==> config.mk <==
export PLATFORM = sky130hd
export DESIGN_NAME = xmd_datapath
export DESIGN_NICKNAME = d
export VERILOG_FILES = /design/src/rtl/xmd_pkg.sv /design/src/rtl/xmd_alu.sv /design/src/rtl/xmd_datapath.sv
export VERILOG_INCLUDE_DIRS = /design/src /design/src/rtl
export SDC_FILE = /design/constraint.sdc
export NUM_CORES = 1
export LEC_CHECK = 0
export BUFFER_PORTS_ARGS = -buffer_cell sky130_fd_sc_hd__buf_2
export CORE_MARGIN = 2
export CORE_UTILIZATION = 40
export CTS_CLUSTER_SIZE = 28
export DETAILED_ROUTE_END_ITERATION = 8
export PLACE_DENSITY = 0.68
export SYNTH_ARGS = -nofsm -noshare
export SYNTH_HDL_FRONTEND = slang
export SYNTH_SLANG_ARGS = --single-unit
==> constraint.sdc <==
create_clock -name clock -period 2.7 [get_ports clock]
set_input_delay 0.27 -clock clock [delete_from_list [all_inputs] [get_ports clock]]
set_output_delay 0.27 -clock clock [all_outputs]
set_load 0.01 [all_outputs]
==> src/rtl/xmd_params.svh <==
// Purpose: constants for the extended memory-operation datapath
// Assumes: 8-bit data, 20 MHz instruction clock
// Notes: flag bit positions are those of the flag vector ports
`ifndef XMD_PARAMS_SVH
`define XMD_PARAMS_SVH
`define XMD_FLAG_C 0
`define XMD_FLAG_AC 1
`define XMD_FLAG_Z 2
`define XMD_FLAG_OV 3
`define XMD_FLAG_SC 4
`define XMD_FLAG_CZ 5
`define XMD_ACC_RST 8'h00
`define XMD_FLAGS_RST 6'h00
`define XMD_ALL_ONES 8'hff
`define XMD_SKIP_CYCLES 2
`endif

==> src/rtl/xmd_pkg.sv <==
// Purpose: types for the extended memory-operation datapath
// Assumes: opcode is decoded upstream into this operation code
// Notes: none
package xmd_pkg;
    typedef enum logic [4:0] {
        XMD_NOP = 5'h00,
        XMD_ROT_LEFT = 5'h01,
        XMD_ROT_LEFT_CARRY = 5'h02,
        XMD_ROT_RIGHT = 5'h03,
        XMD_ROT_RIGHT_CARRY = 5'h04,
        XMD_SUB_BORROW = 5'h05,
        XMD_SUB = 5'h06,
        XMD_DEC_SKIP_ZERO = 5'h07,
        XMD_INC_SKIP_ZERO = 5'h08,
        XMD_SET_BYTE = 5'h09,
        XMD_SET_BIT = 5'h0a,
        XMD_SKIP_NONZERO = 5'h0b,
        XMD_SKIP_BIT_SET = 5'h0c,
        XMD_NIBBLE_SWAP = 5'h0d,
        XMD_SKIP_ZERO = 5'h0e
    } xmd_op_t;
    typedef enum logic [0:0] {
        XMD_ST_EXEC = 1'b0,
        XMD_ST_DUMMY = 1'b1
    } xmd_state_t;
endpackage

==> src/rtl/xmd_alu.sv <==
// Purpose: combinational result and flag unit
// Assumes: operands stable during the issuing cycle
// Notes: flags out are full vector; unaffected bits pass through
`include "xmd_params.svh"
module xmd_alu #(
    parameter int WIDTH = 8
) (
    input wire xmd_pkg::xmd_op_t op, // operation
    input wire logic [WIDTH-1:0] acc, // accumulator
    input wire logic [WIDTH-1:0] opnd, // memory operand
    input wire logic [2:0] bit_sel, // bit index
    input wire logic [5:0] flags_in, // current flags
    output logic [WIDTH-1:0] result, // computed byte
    output logic [5:0] flags_out, // new flags
    output logic skip // skip condition
);
    initial begin
        if (WIDTH != 8) $error("xmd_alu serves 8-bit data only");
    end

    logic c_in;
    logic [WIDTH:0] diff;
    logic [4:0] lo_diff;
    logic borrow_in;

    always_comb begin
        c_in = flags_in[`XMD_FLAG_C];
        result = opnd;
        flags_out = flags_in;
        skip = 1'b0;
        borrow_in = (op == xmd_pkg::XMD_SUB_BORROW) ? ~c_in : 1'b0;
        diff = {1'b0, acc} - {1'b0, opnd} - {{WIDTH{1'b0}}, borrow_in};
        lo_diff = {1'b0, acc[3:0]} - {1'b0, opnd[3:0]} - {4'h0, borrow_in};
        case (op)
            xmd_pkg::XMD_ROT_LEFT: result = {opnd[6:0], opnd[7]};
            xmd_pkg::XMD_ROT_LEFT_CARRY: begin
                result = {opnd[6:0], c_in};
                flags_out[`XMD_FLAG_C] = opnd[7];
            end
            xmd_pkg::XMD_ROT_RIGHT: result = {opnd[0], opnd[7:1]};
            xmd_pkg::XMD_ROT_RIGHT_CARRY: begin
                result = {c_in, opnd[7:1]};
                flags_out[`XMD_FLAG_C] = opnd[0];
            end
            xmd_pkg::XMD_SUB_BORROW, xmd_pkg::XMD_SUB: begin
                result = diff[7:0];
                // carry is not-borrow: cleared on negative result
                flags_out[`XMD_FLAG_C] = ~diff[8];
                flags_out[`XMD_FLAG_AC] = ~lo_diff[4];
                flags_out[`XMD_FLAG_Z] = (diff[7:0] == 8'h00);
                flags_out[`XMD_FLAG_OV] = (acc[7] ^ opnd[7]) & (acc[7] ^ diff[7]);
                flags_out[`XMD_FLAG_SC] = diff[7] ^ ((acc[7] ^ opnd[7]) & (acc[7] ^ diff[7]));
                // combined zero chains with the previous Z flag across a two-byte subtract
                flags_out[`XMD_FLAG_CZ] = (op == xmd_pkg::XMD_SUB_BORROW) ?
                    ((diff[7:0] == 8'h00) & flags_in[`XMD_FLAG_Z]) : (diff[7:0] == 8'h00);
            end
            xmd_pkg::XMD_DEC_SKIP_ZERO: begin
                result = opnd - 8'h01;
                skip = (result == 8'h00);
            end
            xmd_pkg::XMD_INC_SKIP_ZERO: begin
                result = opnd + 8'h01;
                skip = (result == 8'h00);
            end
            xmd_pkg::XMD_SET_BYTE: result = `XMD_ALL_ONES;
            xmd_pkg::XMD_SET_BIT: result = opnd | (8'h01 << bit_sel);
            xmd_pkg::XMD_SKIP_NONZERO: skip = (opnd != 8'h00);
            xmd_pkg::XMD_SKIP_BIT_SET: skip = opnd[bit_sel];
            xmd_pkg::XMD_NIBBLE_SWAP: result = {opnd[3:0], opnd[7:4]};
            xmd_pkg::XMD_SKIP_ZERO: skip = (opnd == 8'h00);
            default: result = opnd;
        endcase
    end
endmodule // xmd_alu

==> src/rtl/xmd_datapath.sv <==
// Purpose: extended memory-operation execution datapath
// Assumes: issue is one cycle per instruction; memory is read combinationally outside
// Notes: full address carries the section, so any section is reachable
`include "xmd_params.svh"
module xmd_datapath #(
    parameter int ADDR_WIDTH = 12
) (
    input wire logic clock, // instruction clock
    input wire logic rst, // async reset, active high
    input wire logic issue, // execute op this cycle
    input wire xmd_pkg::xmd_op_t op, // decoded operation
    input wire logic to_acc, // result to accumulator variant
    input wire logic [ADDR_WIDTH-1:0] mem_addr, // full operand address
    input wire logic [2:0] bit_sel, // bit index for bit ops
    input wire logic [7:0] mem_rdata, // operand byte read
    output logic [ADDR_WIDTH-1:0] mem_waddr, // write address
    output logic [7:0] mem_wdata, // write data
    output logic mem_we, // write strobe
    output logic [7:0] acc, // accumulator
    output logic [5:0] flags, // c ac z ov sc cz
    output logic skip_dummy, // dummy cycle in progress
    output logic busy // not ready for issue
);
    initial begin
        if (ADDR_WIDTH < 8 || ADDR_WIDTH > 16) $error("xmd_datapath address width out of range");
    end

    logic [7:0] alu_result;
    logic [5:0] alu_flags;
    logic alu_skip;
    logic [7:0] acc_reg, acc_next;
    logic [5:0] flags_reg, flags_next;
    logic [ADDR_WIDTH-1:0] waddr_reg, waddr_next;
    logic [7:0] wdata_reg, wdata_next;
    logic we_reg, we_next;
    xmd_pkg::xmd_state_t state_reg, state_next;

    function automatic logic is_skip_op(input xmd_pkg::xmd_op_t o);
        is_skip_op = (o == xmd_pkg::XMD_DEC_SKIP_ZERO) || (o == xmd_pkg::XMD_INC_SKIP_ZERO) ||
            (o == xmd_pkg::XMD_SKIP_NONZERO) || (o == xmd_pkg::XMD_SKIP_BIT_SET) ||
            (o == xmd_pkg::XMD_SKIP_ZERO);
    endfunction

    // pure tests write nothing; sets always write; other accumulator variants never do
    function automatic logic writes_mem(input xmd_pkg::xmd_op_t o, input logic a);
        writes_mem = (!a || (o == xmd_pkg::XMD_SET_BYTE) || (o == xmd_pkg::XMD_SET_BIT)) &&
            (o != xmd_pkg::XMD_NOP) && (o != xmd_pkg::XMD_SKIP_NONZERO) &&
            (o != xmd_pkg::XMD_SKIP_BIT_SET) && (o != xmd_pkg::XMD_SKIP_ZERO);
    endfunction

    xmd_alu #(.WIDTH(8)) u_alu (
        .op(op),
        .acc(acc_reg),
        .opnd(mem_rdata),
        .bit_sel(bit_sel),
        .flags_in(flags_reg),
        .result(alu_result),
        .flags_out(alu_flags),
        .skip(alu_skip)
    );

    logic exec;
    assign exec = issue && (state_reg == xmd_pkg::XMD_ST_EXEC);

    always_comb begin
        acc_next = acc_reg;
        flags_next = flags_reg;
        waddr_next = waddr_reg;
        wdata_next = wdata_reg;
        we_next = 1'b0;
        state_next = xmd_pkg::XMD_ST_EXEC;
        case (state_reg)
            xmd_pkg::XMD_ST_EXEC: begin
                if (exec) begin
                    flags_next = alu_flags;
                    if (writes_mem(op, to_acc)) begin
                        we_next = 1'b1;
                        waddr_next = mem_addr;
                        wdata_next = alu_result;
                    end
                    if (to_acc && writes_mem(op, 1'b0) && !writes_mem(op, 1'b1)) begin
                        acc_next = alu_result;
                    end
                    if (is_skip_op(op) && alu_skip) begin
                        state_next = xmd_pkg::XMD_ST_DUMMY;
                    end
                end
            end
            xmd_pkg::XMD_ST_DUMMY: state_next = xmd_pkg::XMD_ST_EXEC;
            default: state_next = xmd_pkg::XMD_ST_EXEC;
        endcase
    end

    always_ff @(posedge clock or posedge rst) begin
        if (rst) begin
            acc_reg <= `XMD_ACC_RST;
            flags_reg <= `XMD_FLAGS_RST;
            waddr_reg <= '0;
            wdata_reg <= 8'h00;
            we_reg <= 1'b0;
            state_reg <= xmd_pkg::XMD_ST_EXEC;
        end else begin
            acc_reg <= acc_next;
            flags_reg <= flags_next;
            waddr_reg <= waddr_next;
            wdata_reg <= wdata_next;
            we_reg <= we_next;
            state_reg <= state_next;
        end
    end

    always_comb begin
        acc = acc_reg;
        flags = flags_reg;
        mem_waddr = waddr_reg;
        mem_wdata = wdata_reg;
        mem_we = we_reg;
        skip_dummy = (state_reg == xmd_pkg::XMD_ST_DUMMY);
        busy = (state_reg == xmd_pkg::XMD_ST_DUMMY);
    end

    // helper copies of the issuing cycle for the checks below
    logic [7:0] p_opnd;
    always_ff @(posedge clock or posedge rst) begin
        if (rst) p_opnd <= 8'h00;
        else p_opnd <= mem_rdata;
    end
endmodule // xmd_datapath

Word-level counts from Yosys, hierarchy flattened --
Index checks and enable logic that the tools add are counted. W data, S select, Z words.
Operators by class: mux-type cells 13, equality and inequality tests 17, multiply operators 0, bitwise gates (word level) 10, shift-type cells 1, reductions and logical operators 36, $lt $le $gt $ge 1, $add $sub $neg 6, divide/modulo/power cells 0
Operators with widths (number):
- $pmux W8 S10 | 1
- $eq A5 B4 Y1 const B | 7
- $logic_not A8 Y1 | 4
- $eq A5 B3 Y1 const B | 4
- $logic_and A1 B1 Y1 | 15
- $ne A5 B4 Y1 const B | 3
- $reduce_and A3 Y1 | 4
- $eq A5 B2 Y1 const B | 2
- $sub A8 B8 Y9 | 1
- $sub A9 B1 Y9 | 1
- $add A8 B1 Y8 const B | 1
- $mux W1 | 8
- $or A8 B8 Y8 | 1
- $reduce_bool A8 Y1 | 1
- $shl A1 B3 Y8 const A | 1
- $sub A8 B1 Y8 const B | 1
- $logic_or A1 B1 Y1 | 7
- $eq A5 B1 Y1 const B | 1
- $pmux W1 S5 | 1
- $reduce_bool A5 Y1 | 1
- $sub A4 B4 Y5 | 1
- $sub A5 B1 Y5 | 1
- $lt A3 B4 Y1 const B | 1
- $not A1 Y1 | 4
- 8 further kinds | 12
Word-level totals: memories kept 0, memory bits (writable) 0, bits in registers 36, bits in latches 0, ROM bits 0, output and inout port bits 37, bits of input ports 32

Depth between registers and ports, before layout --
word-level depth 10, mapped depth 14, gate-level depth less buffers 12

By module --
A second synthesis with hierarchy kept.
Unflattened totals: cells, all modules 382, area, all modules 3475.8 um^2
Modules (own cells, without submodules):
- xmd_alu | cells each 289, area each 1915.6 um^2, seq. area each 0.0 um^2, instances 1
- xmd_datapath | cells each 93, area each 1560.2 um^2, seq. area each 900.9 um^2, instances 1

Worst setup path before layout --
No wires, ideal clock.
kind input -> register, start point input op[2], end point register acc_reg[6] (netlist: acc[6]), path slack -0.679 ns, data arrival time 3.248 ns, path buffers 3, library setup time 0.131 ns, stages 13, path through buf_2 -> buf_2 -> clkbuf_1 -> nand4b_1 -> nand2b_1 -> fa_1 -> fa_1 -> nand2b_1 -> a2111oi_0 -> nor2_1 -> xor2_1 -> a211oi_1 -> o31ai_1
On the way: word-level cells in the longest chain between the ends 9, elaborated cells between the ends (all ways) 31, classes of those cells add/sub: 1; eq/ne: 14; mux: 2; reduce/logical: 14
RTL lines:
- start, declared | RTL line xmd_datapath.sv:11 | input wire xmd_pkg::xmd_op_t op,
- branches (longest 9 deep; another with $sub A9 B1 Y9)
- end signal, assigned | RTL line xmd_datapath.sv:96 | acc_reg <= `XMD_ACC_RST;
- end signal, assigned | RTL line xmd_datapath.sv:103 | acc_reg <= acc_next;
- end, declared | RTL line xmd_datapath.sv:31 | logic [7:0] acc_reg, acc_next;
Several ways; the timed one is not identified. A chain may end at the register's enable or synchronous reset.

Final worst setup path --
start point input op[3], end point register acc_reg[6] (netlist: acc[6])
Same word-level chain as after synthesis.

==> run metrics <==
synthesized area=3340 sq um; DR WL/cell=roughly 17 um; Reg-to-Reg End=acc[6]$_DFFE_PP0P_; DRC=0; CTS tree=built; die area=9100 sq um; Worst Hold Class=input port to asynchronous set/reset pin; Clock Latency Late Sink=0.29 ns; routed wire length=10400 um; crit path DAT=2.79 ns; synth warn=0; CTS clk-pin slew, worst paths=0.08 ns; DR top layer=met4; Final setup viols=0; clk sinks=36; vias in the first global route=3279; worst-path fanout max=2; post-synthesis simple-gate area fraction=0.210; layout cells sized above 1=0.288; internal power=1.45 mW; DR pass1 iterations=5; GRT Residual Overflow=0; Primary FF master, synth=dfrtp_1; Die Y=95.4 um; XOR/XNOR Fraction of Synth Area=0.0498; share of total power in combinational logic=0.495; Commonest cells post-synth=39 x nand2_1, 36 x dfrtp_1, 32 x inv_1; leakage=about 1.9 nW; clk buf depth=2; status=complete, no violations; kind of critical path=input port to flip-flop; Root Driver=clkbuf_8; ys async rst share=1.00; slew margin rel.=0.398; count leader, synth=nand2_1; final core occ=0.500; vias per std cell=5.80; Post-DP HPWL=8050 um; EDFF count, synth=0; Sw Share=0.387; combinational family with the most area after synthesis=compound AO/OA/AOI/OAI gates; crit-path cells=buf_2, nor2_1, nand4b_1, nand2b_4, fa_2, fa_2, nand2b_4, a2111oi_4, nor2_1, xor2_1, a211oi_2, o31ai_1; Final Hold Fails=0; Mapped Nets=467; GRT Resource Usage Total=0.231; RSZ-0062 raised after global routing=false; CORE AREA=8180 sq um; Met3 Routed Length=778 um; final worst setup slack=0.113 ns; Switch Pwr=917 uW; crit share post-route=0.958; P&R area growth vs syn=22.3%; Final Wtd Congestion=just under 1; CP max stage delay=0.36 ns; number of flip-flops under the largest register name=12; initial antenna violation count=0; Vias=3470; compound-gate portion of the synthesized area=0.240; Antenna Cells=0; Met1 Wirelength=4350 um; Pins Over Slew Limit=0; post-synthesis sequential area ratio=0.269; count of cell types in the netlist=66; worst slew pin tran=roughly 0.90 ns; R2R depth=10; H-tree depth=2; multiplexer share of the synthesized area=0.0629; top post-synthesis cells by area=dfrtp_1 27%, ha_1 7.1%, mux2_2 4.7%, nand2_1 4.4%, o21ai_0 4.0%; FF-to-FF Start=flags[0]$_DFFE_PP0P_; power density cells=579 nW/um^2; Synth Area in Adders=0.0831; IO buf count=68; num ports=69; top-area cell type share of the netlist area=0.269; Yosys reg bits=36; Post-Syn Instances=~410; Max stage delay cell, worst path=fa_2; max cap viols=0; Flop pwr share=0.307; Synth area leader=dfrtp_1; largest net degree at the start of global routing=38; Worst VDD drop=0.232 mV; starting density of the core=0.409; CTS buffer count=5; final antenna-violating net count=0; FF-to-FF setup slack=around 0.12 ns; Startpoint Class=input port; setup slack at placement=-0.231 ns; Starting DRT DRC Count=212; Die X=95.4 um; crit path capture type=flip-flop; Max Clock Freq=387 MHz; row cnt=33; met2 wire len=5010 um; clock skew=0.0123 ns; Final #Nets=545; clock power share=0.198; Final min period=around 2.6 ns; first-pass GRT wire length=16400 um; syn_area_per_cell=roughly 8 sq um; Worst Path Required=2.91 ns
## per-stage QoR
step	area (sq um)	hold slack [ns]	cells	total power, mW	setup TNS, ns
final	4090	0.162	598	2.37	0
after global routing	4090	0.195	598	2.53	0
after CTS	4060	0.198	596	2.37	0
after detailed placement	3950	0.465	588	1.89	-1.60
after global placement	3950	0.458	588	1.86	-0.476
after floorplan	3440	0.421	414	1.46	-0.227
## timing repair
item	4_1_cts	5_1_grt
buffers inserted	0	2
resized for setup	0	2
endpoints found under the setup margin	0	7
hold buffers	0	0
## cells in the final DEF (no fill, tap or decap), drive strengths merged, types with 10 or more instances in the layout
| master | n |
|---|---|
| inv | 32 |
| dfrtp | 36 |
| nor3 | 10 |
| ha | 19 |
| mux2 | 14 |
| a21oi | 26 |
| nor2 | 28 |
| buf | 103 |
| o31ai | 10 |
| nand3 | 11 |
| a31oi | 11 |
| o21ai | 28 |
| xnor2 | 12 |
| nand2 | 41 |
## power by group through the flow
stage          logic, mW  registers [mW]  clock network, mW
3_3_place_gp        1.13           0.731                  0
4_1_cts             1.16           0.728              0.480
5_1_grt             1.28           0.739              0.504
3_5_place_dp        1.15           0.737                  0
2_1_floorplan      0.682           0.779                  0
6_report            1.17           0.726              0.468
## routing by layer
| layer | up-vias | GRT usage |
|---|---|---|
| met4 | 0 | 0.0774 |
| met3 | 27 | 0.0419 |
| met2 | 154 | 0.386 |
| li1 | 1656 | - |
| met1 | 1633 | 0.302 |
| met5 | - | 0 |
## worst max-delay path: cells and delay by family
family          cells  cell delay (ns)
compound gates      3             0.70
buf+inv             1             0.10
fa+ha+maj           2             0.72
xor+xnor            1             0.24
simple gates        5             0.75
## layout make-up
cell class | instances | area [sq um]
clock buffers | 6 | 72.6
clock inverters | 2 | 35.0
fillers | 822 | 4090
inverters | 32 | 120
multi-input cells | 314 | 2230
flip-flops and latches | 36 | 901
well taps | 105 | 131
repair buffers | 103 | 603
## worst max-delay path by stage
stage	start	end	slack, ns	cells after the start
after floorplan	op[1]	acc[6]$_DFFE_PP0P_	-0.08	13
after global placement	op[3]	acc[5]$_DFFE_PP0P_	-0.11	13
after detailed placement	op[3]	mem_wdata[6]$_DFFE_PP0P_	-0.23	12
after CTS	flags[0]$_DFFE_PP0P_	mem_wdata[6]$_DFFE_PP0P_	0.1	10
after global routing	op[3]	acc[5]$_DFFE_PP0P_	0.0007	12
final	op[3]	acc[6]$_DFFE_PP0P_	0.11	12
## kinds of logic after synthesis
| kind of cell | count (synthesis) |
|---|---|
| simple gates | 135 |
| compound gates | 121 |
| buf+inv | 64 |
| flops | 36 |
| fa+ha+maj | 21 |
| xor+xnor | 19 |
| mux | 18 |
Power figures use the tool's default switching activity.
